===== src/design/nld_pkg.sv =====
package nld_pkg;
   // ------------------------------------------------------------
   // Sizes and indices
   // ------------------------------------------------------------
   localparam int NUM_PHASES = 3;
   localparam int NUM_CIRCUITS = 3;
   localparam int CIRC_TOTAL = 0;
   localparam int CIRC_FUND = 1;
   localparam int CIRC_APPARENT = 2;
   localparam int THR_W = 16;
   localparam int STATE_W = 16;
   localparam int TICK_W = 16;
   localparam int FLAG_W = 3;
   // Status and mask bit positions
   localparam int FLAG_TOTAL_BIT = 0;
   localparam int FLAG_FUND_BIT = 1;
   localparam int FLAG_APPARENT_BIT = 2;
   // Phase state field positions
   localparam int STATE_TOTAL_LSB = 0;
   localparam int STATE_FUND_LSB = 3;
   localparam int STATE_APPARENT_LSB = 6;
   // ------------------------------------------------------------
   // Timing
   // ------------------------------------------------------------
   localparam int CLK_PERIOD_NS = 40;
   localparam int IDLE_TICK_NS = 1000;
   localparam int IDLE_TICK_CYCLES = (IDLE_TICK_NS + CLK_PERIOD_NS - 1) / CLK_PERIOD_NS;
   // ------------------------------------------------------------
   // Reset values, zero and step constants
   // ------------------------------------------------------------
   localparam logic [THR_W-1:0] CNT_RESET = 16'h0000;
   localparam logic [TICK_W-1:0] TICK_RESET = 16'h0000;
   localparam logic [FLAG_W-1:0] FLAG_RESET = 3'h0;
   localparam logic IRQ_N_RESET = 1'b1;
   localparam logic [THR_W-1:0] THR_ZERO = 16'h0000;
   localparam logic [THR_W-1:0] CNT_STEP = 16'h0001;
   localparam logic [TICK_W-1:0] TICK_STEP = 16'h0001;
   // ------------------------------------------------------------
   // Carriers
   // ------------------------------------------------------------
   typedef struct packed {
      logic [NUM_PHASES-1:0] total_active;
      logic [NUM_PHASES-1:0] total_reactive;
      logic [NUM_PHASES-1:0] fund_active;
      logic [NUM_PHASES-1:0] fund_reactive;
      logic [NUM_PHASES-1:0] apparent;
   } nld_lsb_type;
   typedef struct packed {
      logic [THR_W-1:0] active_idle_threshold;
      logic [THR_W-1:0] reactive_idle_threshold;
      logic [THR_W-1:0] apparent_idle_threshold;
   } nld_thr_type;
   typedef struct packed {
      logic [NUM_CIRCUITS-1:0][NUM_PHASES-1:0][THR_W-1:0] cnt;
      logic [NUM_CIRCUITS-1:0][NUM_PHASES-1:0] idle;
      logic [FLAG_W-1:0] flag;
      logic [TICK_W-1:0] tick_cnt;
      logic irq_n;
   } nld_state_type;
endpackage : nld_pkg


===== src/design/nld_detector.sv =====
`timescale 1ns/1ns
// Overview of operation
// Total idle after thresholds pass without LSBs
// Total idle phase blocks accumulation and pulses
// Software computes thresholds from full-scale formula
// Both active/reactive thresholds zero disables total
// One threshold zero disables, accumulates freely
// Total event sets flag bit 0, bits 2:0
// Mask bit 0 drives interrupt low
// Write one clears flag, releases interrupt
// Fundamental idle blocks fundamental energies, pulses
// Fundamental disabled when either threshold zero
// Fundamental event sets flag 1, bits 5:3
// Mask bit 1 drives interrupt low
// Apparent idle blocks apparent energy, pulses
// Apparent threshold zero disables apparent circuit
// Apparent event sets flag 2, bits 8:6
// Mask bit 2 drives interrupt low
// Flags set regardless of mask
// Interrupt low until enabled flags cleared
// Per-phase idle counter restarts on LSB
// LSB ends idle, exit flagged
module nld_detector #(
   parameter int TICK_CYCLES = nld_pkg::IDLE_TICK_CYCLES
) (
   input wire logic sys_clk_i,
   input wire logic sys_rst_i,
   input wire nld_pkg::nld_thr_type thr_i,
   input wire nld_pkg::nld_lsb_type lsb_i,
   input wire logic [nld_pkg::FLAG_W-1:0] second_mask_reg_i,
   input wire logic status_clear_we_i,
   input wire logic [nld_pkg::FLAG_W-1:0] status_clear_data_i,
   output logic [nld_pkg::NUM_PHASES-1:0] total_acc_enable_o,
   output logic [nld_pkg::NUM_PHASES-1:0] fund_acc_enable_o,
   output logic [nld_pkg::NUM_PHASES-1:0] apparent_acc_enable_o,
   output logic [nld_pkg::FLAG_W-1:0] second_status_reg_o,
   output logic [nld_pkg::STATE_W-1:0] phase_idle_state_o,
   output logic second_interrupt_line_n_o
);
   import nld_pkg::*;

   // ------------------------------------------------------------
   // Parameter check
   // ------------------------------------------------------------
   generate
      if (TICK_CYCLES < 1 || TICK_CYCLES > 65535) begin : g_bad_tick
         $error("TICK_CYCLES out of range");
      end
   endgenerate

   localparam logic [TICK_W-1:0] TICK_LAST = TICK_W'(TICK_CYCLES - 1);

   // ------------------------------------------------------------
   // Circuit inputs
   // ------------------------------------------------------------
   logic [NUM_CIRCUITS-1:0] en;
   logic [NUM_CIRCUITS-1:0][THR_W-1:0] thr;
   logic [NUM_CIRCUITS-1:0][NUM_PHASES-1:0] lsb;
   logic [THR_W-1:0] pair_thr;
   logic [FLAG_W-1:0] evt;
   logic [FLAG_W-1:0] clr;
   logic tick;
   nld_state_type r;
   nld_state_type nxt;

   assign pair_thr = (thr_i.active_idle_threshold > thr_i.reactive_idle_threshold) ?
                     thr_i.active_idle_threshold : thr_i.reactive_idle_threshold;
   // Pair circuits run only with both thresholds nonzero
   assign en[CIRC_TOTAL] = (thr_i.active_idle_threshold != THR_ZERO) &&
                           (thr_i.reactive_idle_threshold != THR_ZERO); // see
   assign en[CIRC_FUND] = en[CIRC_TOTAL];
   assign en[CIRC_APPARENT] = thr_i.apparent_idle_threshold != THR_ZERO;
   assign thr[CIRC_TOTAL] = pair_thr;
   assign thr[CIRC_FUND] = pair_thr;
   assign thr[CIRC_APPARENT] = thr_i.apparent_idle_threshold;
   assign lsb[CIRC_TOTAL] = lsb_i.total_active | lsb_i.total_reactive;
   assign lsb[CIRC_FUND] = lsb_i.fund_active | lsb_i.fund_reactive;
   assign lsb[CIRC_APPARENT] = lsb_i.apparent;
   assign clr = status_clear_we_i ? status_clear_data_i : FLAG_RESET;

   // ------------------------------------------------------------
   // Next state
   // ------------------------------------------------------------
   always_comb begin
      nxt = r;
      evt = FLAG_RESET;
      tick = (r.tick_cnt == TICK_LAST);
      nxt.tick_cnt = tick ? TICK_RESET : r.tick_cnt + TICK_STEP;
      for (int c = 0; c < NUM_CIRCUITS; c++) begin
         for (int p = 0; p < NUM_PHASES; p++) begin
            if (!en[c] || lsb[c][p]) begin
               // LSB restarts counting and ends idle
               nxt.cnt[c][p] = CNT_RESET; // see
               nxt.idle[c][p] = 1'b0;
            end else begin
               if (tick && (r.cnt[c][p] < thr[c])) begin
                  nxt.cnt[c][p] = r.cnt[c][p] + CNT_STEP;
               end
               nxt.idle[c][p] = (nxt.cnt[c][p] >= thr[c]); // see see
            end
            if (nxt.idle[c][p] != r.idle[c][p]) begin
               evt[c] = 1'b1; // see see see
            end
         end
      end
      // Set wins over clear, mask not involved
      nxt.flag = (r.flag & ~clr) | evt; // see
      nxt.irq_n = ~|(nxt.flag & second_mask_reg_i); // see see see
   end

   // ------------------------------------------------------------
   // State register
   // ------------------------------------------------------------
   always_ff @(posedge sys_clk_i or posedge sys_rst_i) begin
      if (sys_rst_i) begin
         r.cnt <= '0;
         r.idle <= '0;
         r.flag <= FLAG_RESET;
         r.tick_cnt <= TICK_RESET;
         r.irq_n <= IRQ_N_RESET;
      end else begin
         r <= nxt;
      end
   end

   // ------------------------------------------------------------
   // Outputs
   // ------------------------------------------------------------
   assign total_acc_enable_o = ~r.idle[CIRC_TOTAL];
   assign fund_acc_enable_o = ~r.idle[CIRC_FUND];
   assign apparent_acc_enable_o = ~r.idle[CIRC_APPARENT];
   assign second_status_reg_o = r.flag;
   always_comb begin
      phase_idle_state_o = '0;
      phase_idle_state_o[STATE_TOTAL_LSB +: NUM_PHASES] = r.idle[CIRC_TOTAL];
      phase_idle_state_o[STATE_FUND_LSB +: NUM_PHASES] = r.idle[CIRC_FUND];
      phase_idle_state_o[STATE_APPARENT_LSB +: NUM_PHASES] = r.idle[CIRC_APPARENT];
   end
   assign second_interrupt_line_n_o = r.irq_n;
endmodule : nld_detector


===== config.mk =====
export PLATFORM = sky130hd
export DESIGN_NAME = nld_detector
export DESIGN_NICKNAME = d
export VERILOG_FILES = /design/src/design/nld_pkg.sv /design/src/design/nld_detector.sv
export SDC_FILE = /design/constraint.sdc
export NUM_CORES = 1
export LEC_CHECK = 0
export ABC_AREA = 1
export ABC_CLOCK_PERIOD_IN_PS = 15170
export BUFFER_PORTS_ARGS = -buffer_cell sky130_fd_sc_hd__buf_4
export CORE_ASPECT_RATIO = 1.4
export CORE_MARGIN = 2
export CORE_UTILIZATION = 35
export DETAILED_ROUTE_END_ITERATION = 6
export HOLD_SLACK_MARGIN = 0.02
export PLACE_DENSITY_LB_ADDON = 0.08
export SKIP_CTS_REPAIR_TIMING = 1
export SLEW_MARGIN = 0
export SYNTH_ARGS = -nofsm -noshare
export SYNTH_HDL_FRONTEND = slang
export SYNTH_SLANG_ARGS = --single-unit

===== constraint.sdc =====
create_clock -name sys_clk_i -period 15.17 [get_ports sys_clk_i]
set_input_delay 2.2755 -clock sys_clk_i [delete_from_list [all_inputs] [get_ports sys_clk_i]]
set_output_delay 2.2755 -clock sys_clk_i [all_outputs]
set_load 0.005 [all_outputs]

==> results_dict.tcl, run 1 <==
set metrics [dict create \
    path_clk_slew_ns 0.07 \
    cts-root-to-sink-buffers 2 \
    min-delay-path-class "reg -> reg" \
    final_min_period_over_clock_period_pct 51.2 \
    syn2layout_area_growth_pct 12.7 \
    hold_path_startpoint "r[1]" \
    cts-buffers-inserted 17 \
    cts_root_buffer "clkbuf_16" \
    tritoncts "built" \
    hold_viol 0 \
    design.core.area_um2 46100 \
    hold_ws_ns 0.463 \
    drtPass1Iterations 5 \
    htreeDepth 4 \
    design.final.nets 2650 \
    crit_path_max_incr_delay_ns 0.54 \
    vdd_drop_max_uv 74.8 \
    timing.slew.headroom_pct 28.6 \
    place_congestion 0.852 \
    finalClockSkew_ns 0.0143 \
    design.portCount 101 \
    yosysMostFrequentCell "inv_1" \
    post-synth-top-area-fraction_pct 26.4 \
    detail_route.vias_per_cell 4.88 \
    route.detailed.wl_per_inst_um 16.2 \
    async_flop_share_pct 100 \
    dp.cells 2888 \
    cap_viol_max_count 0 \
    initial_antenna_violation_count 0 \
    min_to "r[1]" \
    floorplan.die.width_um 187 \
    max_clock_freq_mhz 129 \
    antenna_cells 0 \
    post-dp-hpwl_mm 36.9 \
    grt_pass1_vias 15044 \
    setup_repair_after_global_routing_missed_its_margin "no" \
    synth.yosys.warnings 0 \
    initial_core_util_pct 35.4 \
    timing.final.setup_violations 0 \
    die_area_um2 48400 \
    route.vias.total 14255 \
    number_of_slew_limit_violations_in_the_final_report 0 \
    overflow 0 \
    setup.reg_to_reg.worst_slack_ns 9.55 \
    synth-main-ff-cell "dfrtp_1" \
    synth.cells.most_frequent "inv_1, nand2_1, ha_1" \
    totalNegativeSetupSlack_ns 0 \
    post_synth_edffs 0 \
    hold_depth 1 \
    yosys-top-cells-area "dfrtp_1, ha_1, inv_1" \
    setup.worst_path.class "in -> reg" \
    final_layout_size_suffix_gt1_share_pct 8.55 \
    post_synth_instance_area_um2 16300 \
    grt_first_pass_wirelength_mm 77.4 \
    cpMaxStageDelayCell "nor3_1" \
    die_y_um 260 \
    critical_path.max_fanout 33 \
    clock_insertion_delay_worst_skew_ns 0.47 \
    crit_path_start_kind "input pin" \
    timing_worst_slew_pin_value_ns 1.06 \
    grt_max_degree 113 \
    detail_route.wirelength_mm 47.4 \
    port_buffers 93 \
    worstSetupEndpointType "flip-flop" \
    drtIter0Drc 514 \
    postSynthAreaPerCell_um2 7.46 \
    groute.usage.overall_pct 20.4 \
    crit_arrival_ns 8.17 \
    number_of_clock_sinks_seen_by_cts 173 \
    postSynthRegisterBits 173 \
    row_count 93 \
    reg2regPathDepth 28 \
    run_status "finished clean" \
    worst-endpoint-required_ns 15.57 \
    cellPowerDensity_nw_per_um2 63.6 \
    worst_r2r_endpoint "second_interrupt_line_n_o" \
    timing.rr.start "r[142]" \
    leakage_nw 10.3 \
    syn_inst 2187 \
    route.detailed.drc 0 \
    synth_seq_area_share_pct 26.5 \
    synth_area_leader_cell "dfrtp_1" \
    netlist-cell-type-count 52 \
    final_cells 2920 \
    cpMostUsedCell "nand2_1" \
    antenna_violating_nets_post_route 0 \
    period_needed_ns 7.76 \
]
-- worst max path at each step --
stage          slack, ns       from                         to  cells after the start
2_1_floorplan       7.33  thr_i[31]  second_interrupt_line_n_o                     38
3_3_place_gp        7.03  thr_i[31]  second_interrupt_line_n_o                     38
3_5_place_dp        6.98  thr_i[31]  second_interrupt_line_n_o                     35
4_1_cts             7.46  thr_i[31]  second_interrupt_line_n_o                     38
5_1_grt             6.67  thr_i[27]  second_interrupt_line_n_o                     37
6_report            7.41  thr_i[31]  second_interrupt_line_n_o                     38
-- kinds of logic after synthesis --
kind of cell	Yosys count	share of synthesized area (%)
XOR/XNOR	119	6.38
AND/OR/NAND/NOR	915	25.5
AO/OA/AOI/OAI	238	8.65
adder cells (fa/ha/maj)	288	22.1
buffers and inverters	453	10.9
flip-flops	173	26.5
other	1	0.0230
-- power by group --
part	internal [mW]	total, mW	switching [mW]
Clock	0.281	0.495	0.214
Sequential	0.461	0.461	0.00000147
Combinational	0.0692	0.214	0.145
Total	0.811	1.17	0.358
-- layer usage --
| metal | GRT usage (%) | vias up | part of all wire [%] |
|---|---|---|---|
| li1 | - | 7341 | - |
| met5 | 0 | - | 0 |
| met1 | 21.3 | 6631 | 40 |
| met3 | 2.15 | 90 | 2.1 |
| met2 | 39.9 | 193 | 53 |
| met4 | 10.4 | 0 | 4.8 |
-- layout by cell type (no fill, tap or decap), drive strengths merged, types with 7 or more instances in the layout --
cell type / n
inv: 419
nand2: 379
ha: 288
nor2: 253
dfrtp: 172
a21oi: 119
xor2: 117
buf: 112
nand3: 86
nand4: 73
nor3: 69
o21ai: 43
nor4: 29
a211oi: 26
clkbuf: 19
o21a: 12
or2: 9
nand3b: 8
conb: 7
-- registers in the layout (all words and copies together) (netlist names) --
signal and flops:
second_interrupt_line_n_o 1, r 160, second_status_reg_o 3, phase_idle_state_o 9
-- metrics by stage --
step / setup slack, ns / cell area [µm²] / total power [mW] / utilization, %
after floorplan: 7.33 / 16300 / 0.598 / -
final: 7.41 / 18400 / 1.17 / 39.9
after global placement: 7.03 / 17800 / 0.684 / 38.6
after global routing: 6.67 / 18400 / 1.23 / 39.9
after detailed placement: 6.98 / 17800 / 0.689 / 38.6
after CTS: 7.46 / 18400 / 1.20 / 39.9
-- area by class of cell --
type	count	area, µm²
Fill cell	4916	27700
Clock buffer	19	443
Multi-Input combinational cell	1567	10200
Tap cell	617	772
Inverter	419	1580
Sequential cell	173	4330
Timing Repair Buffer	112	841
Clock inverter	13	188
-- critical path, delay by kind of cell --
family | cells | cell delay [ns]
simple gates | 25 | 3.62
fa+ha+maj | 3 | 0.83
compound gates | 5 | 0.63
xor+xnor | 1 | 0.24
buf+inv | 4 | 0.55
Power figures use the tool's default switching activity.
==> inputs of run 2 (changes only) <==
- ABC_CLOCK_PERIOD_IN_PS: 15170 -> 6800
- clock period: 15.17 -> 6.8 ns (I/O delays scaled with it)
==> run 2 against run 1 <==
Clock power up 100%. Wire length down 1.1%. Cell area up 1.0%. Sequential share of layout area down 0.24 points. Total power up 110%. Utilization up 0.42 points. Clock-buffer cell count up 1. Setup slack worse by 6.8 ns. First-iteration DRC count down 5.1%. Sequential cell count unchanged.
==> results_dict.tcl, run 2 (synthesis gave the netlist of run 1 again) <==
set metrics [dict create \
    max_clock_freq_mhz 162 \
    detail_route.wirelength_mm 46.9 \
    cap_viol_max_count 0 \
    drtPass1Iterations 4 \
    syn2layout_area_growth_pct 13.9 \
    final_layout_size_suffix_gt1_share_pct 9.35 \
    final_cells 2939 \
    total_power_mw 2.51 \
    grt_max_degree 116 \
    path_clk_slew_ns 0.07 \
    design.portCount 101 \
    antenna_cells 0 \
    groute.usage.overall_pct 19.9 \
    cts-root-to-sink-buffers 2 \
    die_area_um2 48400 \
    power.share.sequential_pct 40.9 \
    route.vias.total 14318 \
    met2_length_mm 26.4 \
    clkPwrFrac_pct 39.3 \
    crit_path_max_incr_delay_ns 0.29 \
    run_status "finished clean" \
    tritoncts "built" \
    min-delay-path-class "reg -> reg" \
    clock_insertion_delay_worst_skew_ns 0.46 \
    wire_length_on_met1_mm 18.4 \
    place_congestion 0.839 \
    total_switching_power_uw 792 \
    timing.slew.headroom_pct 41.2 \
    timing.final.setup_violations 0 \
    route.detailed.wl_per_inst_um 16.0 \
    finish.instance_area_um2 18600 \
    htreeDepth 4 \
    crit_arrival_ns 6.59 \
    crit_path_start_kind "input pin" \
    floorplan.die.width_um 187 \
    antenna_violating_nets_post_route 0 \
    dr_wl_met3_um 768 \
    final_min_period_over_clock_period_pct 91.0 \
    largest_reg_flops 160 \
    cpMostUsedCell "nand2_1" \
    postLayoutSetupSlackWorst_ns 0.614 \
    cts-buffers-inserted 17 \
    finalClockSkew_ns 0.00854 \
    overflow 0 \
    mostFrequentLayoutCell "inv_1" \
    worst-endpoint-required_ns 7.20 \
    period_needed_ns 6.19 \
    initial_core_util_pct 35.4 \
    cts_root_buffer "clkbuf_16" \
    detail_route.vias_per_cell 4.87 \
    design.final.nets 2669 \
    drtIter0Drc 488 \
    die_y_um 260 \
    critical_path.max_fanout 25 \
    hold_ws_ns 0.464 \
    comb_power_share_pct 19.8 \
    design.core.area_um2 46100 \
    grt_first_pass_wirelength_mm 75.7 \
    final_core_util_pct 40.4 \
    power_switching_share_pct 31.5 \
    grt_pass1_vias 14658 \
    regMostFlops "r" \
    timing_worst_slew_pin_value_ns 0.881 \
    post-dp-hpwl_mm 37.2 \
    number_of_clock_sinks_seen_by_cts 173 \
    postPlaceCellArea_um2 18000 \
    leakage_nw 10.4 \
    route.detailed.drc 0 \
    dp.cells 2907 \
    dr.max_layer_used "met4" \
    vdd_drop_max_uv 193 \
    cpMaxStageDelayCell "ha_1" \
    cellPowerDensity_nw_per_um2 135 \
    row_count 93 \
    setup.worst_path.class "in -> reg" \
    p_int_mw 1.72 \
    totalNegativeSetupSlack_ns 0 \
    hold_viol 0 \
    dp_slack_ns 0.0921 \
    most-common-layout-cells "inv_1, nand2_1, ha_1" \
    initial_antenna_violation_count 0 \
    number_of_slew_limit_violations_in_the_final_report 0 \
    port_buffers 93 \
    worstSetupEndpointType "flip-flop" \
    setup_repair_after_global_routing_missed_its_margin "no" \
]
run 2: final cells by class:
type,count,area [µm²]
flip-flops and latches,173,4330
multi-input cells,1567,10300
clock buffers,20,447
inverters,419,1580
fillers,4884,27500
clock inverters,12,113
well taps,617,772
repair buffers,131,1100
run 2: worst max-delay path, delay by kind of cell:
family	cells	cell delay [ns]
AOI/OAI and AO/OA	6	1.21
xor gates and xnor gates	1	0.25
adders and majority gates	3	0.82
buffers and inverters	6	0.83
and+or+nand+nor	23	2.41
run 2: final timing paths:
| check | start | end | slack (ns) | cells past startpoint |
|---|---|---|---|---|
| max reg2reg | r[142] | second_interrupt_line_n_o | 1.39 | 30 |
| max | thr_i[27] | second_interrupt_line_n_o | 0.61 | 39 |
| min | r[1] | r[1] | 0.46 | 1 |
| max in group asynchronous | sys_rst_i | r[16] | 4.68 | 3 |
| min reg2reg | r[1] | r[1] | 0.46 | 1 |
| min in group asynchronous | sys_rst_i | second_status_reg_o[2] | 0.72 | 2 |
run 2: routing by layer:
| layer | global-route usage, % | up-vias |
|---|---|---|
| met1 | 20.6 | 6736 |
| met3 | 1.93 | 54 |
| met2 | 40.8 | 143 |
| met5 | 0 | - |
| li1 | - | 7385 |
| met4 | 7.08 | 0 |
run 2: power by group through the flow:
stage | Combinational (mW) | Sequential (mW) | Clock, mW
2_1_floorplan | 0.285 | 1.05 | 0
3_3_place_gp | 0.492 | 1.05 | 0
3_5_place_dp | 0.505 | 1.05 | 0
4_1_cts | 0.506 | 1.03 | 1.03
5_1_grt | 0.564 | 1.03 | 1.06
6_report | 0.497 | 1.03 | 0.988
==> inputs of run 3 (changes only) <==
- PLACE_DENSITY_LB_ADDON: 0.08 -> unset
==> run 3 against run 2 <==
Final cell count hardly changed. Cell area shrank 0.34%. Clock-buffer cell count fell by 3. Largest power group unchanged. Wire length shrank 4.8%. Setup slack lost 0.12 ns. Critical path depth shrank 2. Sequential power hardly changed. Maximum frequency shrank 1.9%.
==> results_dict.tcl, run 3 (synthesis gave the netlist of run 1 again) <==
set metrics [dict create \
    hold_viol 0 \
    reg2regPathDepth 31 \
    port_buffers 93 \
    worst-endpoint-required_ns 7.20 \
    cpMostUsedCell "nand2_1" \
    timing_worst_slew_pin_value_ns 0.941 \
    regMostFlops "r" \
    cts-buffers-inserted 17 \
    syn2layout_area_growth_pct 13.5 \
    overflow 0 \
    cap_viol_max_count 0 \
    setup.worst_path.class "in -> reg" \
    number_of_slew_limit_violations_in_the_final_report 0 \
    run_status "finished clean" \
    path_clk_slew_ns 0.07 \
    timing.rr.start "r[142]" \
    final_min_period_over_clock_period_pct 92.8 \
    worstSetupEndpointType "flip-flop" \
    leakage_nw 10.4 \
    min-delay-path-class "reg -> reg" \
    row_count 93 \
    crit_path_start_kind "input pin" \
    finish.instance_area_um2 18500 \
    htreeDepth 4 \
    design.core.area_um2 46100 \
    power.share.sequential_pct 40.9 \
    antenna_violating_nets_post_route 0 \
    final_core_util_pct 40.2 \
    route.detailed.wl_per_inst_um 15.2 \
    finalClockSkew_ns 0.0167 \
    die_area_um2 48400 \
    cpMaxStageDelayCell "nor3_1" \
    route.detailed.drc 0 \
    die_y_um 260 \
    critical_path.max_fanout 23 \
    min_to "r[1]" \
    design.final.nets 2668 \
    floorplan.die.width_um 187 \
    clock_insertion_delay_worst_skew_ns 0.47 \
    power_switching_share_pct 31.8 \
    critPathTopFamily "simple AND/OR/NAND/NOR gates" \
    largest_reg_flops 160 \
    postPlaceCellArea_um2 17900 \
    final_layout_size_suffix_gt1_share_pct 9.40 \
    total_switching_power_uw 799 \
    grt_first_pass_wirelength_mm 74.1 \
    hold_ws_ns 0.459 \
    initial_antenna_violation_count 0 \
    cts-root-to-sink-buffers 2 \
    cts_root_buffer "clkbuf_16" \
    drtIter0Drc 664 \
    mostFrequentLayoutCell "inv_1" \
    total_power_mw 2.51 \
    hold_path_startpoint "r[1]" \
    antenna_cells 0 \
    grt_pass1_vias 15214 \
    grt_max_degree 93 \
    comb_power_share_pct 19.6 \
    setup_repair_after_global_routing_missed_its_margin "no" \
    tritoncts "built" \
    route.vias.total 14589 \
    design.portCount 101 \
    timing.final.setup_violations 0 \
    max_clock_freq_mhz 159 \
    post-dp-hpwl_mm 35.6 \
    detail_route.wirelength_mm 44.6 \
    place_congestion 0.898 \
    worst_r2r_endpoint "second_interrupt_line_n_o" \
    clkPwrFrac_pct 39.5 \
    period_needed_ns 6.31 \
    hold_depth 1 \
    number_of_clock_sinks_seen_by_cts 173 \
    crit_arrival_ns 6.70 \
    cellPowerDensity_nw_per_um2 136 \
    nFillCells 4811 \
    detail_route.vias_per_cell 4.97 \
    initial_core_util_pct 35.4 \
    most-common-layout-cells "inv_1, nand2_1, ha_1" \
    critPathBufInv 4 \
    vdd_drop_max_uv 191 \
    groute.usage.overall_pct 19.0 \
    totalNegativeSetupSlack_ns 0 \
    timing.slew.headroom_pct 37.2 \
    crit_path_max_incr_delay_ns 0.48 \
    setup.reg_to_reg.worst_slack_ns 1.61 \
    drtPass1Iterations 5 \
    p_int_mw 1.71 \
]
run 3: cell count changes in the layout (fill, tap and decap cells not counted), sizes merged:
cell / before / now
buf: 131 / 130
clkbuf: 20 / 17
clkinv: 8 / 5
clkinvlp: 2 / 4
inv: 420 / 423
run 3: metrics by stage:
stage / std cells / setup slack (ns)
final: 2937 / 0.492
after global routing: 2937 / 0.0255
after CTS: 2937 / 0.380
after detailed placement: 2906 / -0.0842
after global placement: 2906 / 0.0366
after floorplan: 2193 / 0.213
run 3: worst max-delay path by stage:
stage	from	endpoint	slack (ns)	cells after the start
finish	thr_i[31]	second_interrupt_line_n_o	0.49	37
global route	thr_i[31]	second_interrupt_line_n_o	0.03	38
CTS	thr_i[30]	second_interrupt_line_n_o	0.38	38
detailed placement	thr_i[30]	second_interrupt_line_n_o	-0.08	38
global placement	thr_i[31]	second_interrupt_line_n_o	0.04	38
floorplan	thr_i[31]	second_interrupt_line_n_o	0.21	38
run 3: power groups by stage:
stage                     clock [mW]  sequential (mW)  combinational (mW)
final                          0.992             1.03               0.492
after global routing            1.06             1.03               0.558
after CTS                       1.02             1.03               0.495
after detailed placement           0             1.05               0.493
after global placement             0             1.05               0.477
after floorplan                    0             1.05               0.285
run 3: area by class of cell:
cell class	count	area, µm²	area share (%)
clock buffers	17	425	2.30
inverters	419	1580	8.52
well taps	617	772	4.17
repair buffers	130	1010	5.47
clock inverters	14	134	0.722
multi-input cells	1567	10300	55.5
flip-flops and latches	173	4330	23.4
run 3: routing by layer:
metal  wire length, µm  global-route usage, %
met3               901                   2.07
met4              1750                   9.02
met5                 0                      0
met1             17700                   19.7
met2             24300                   37.7
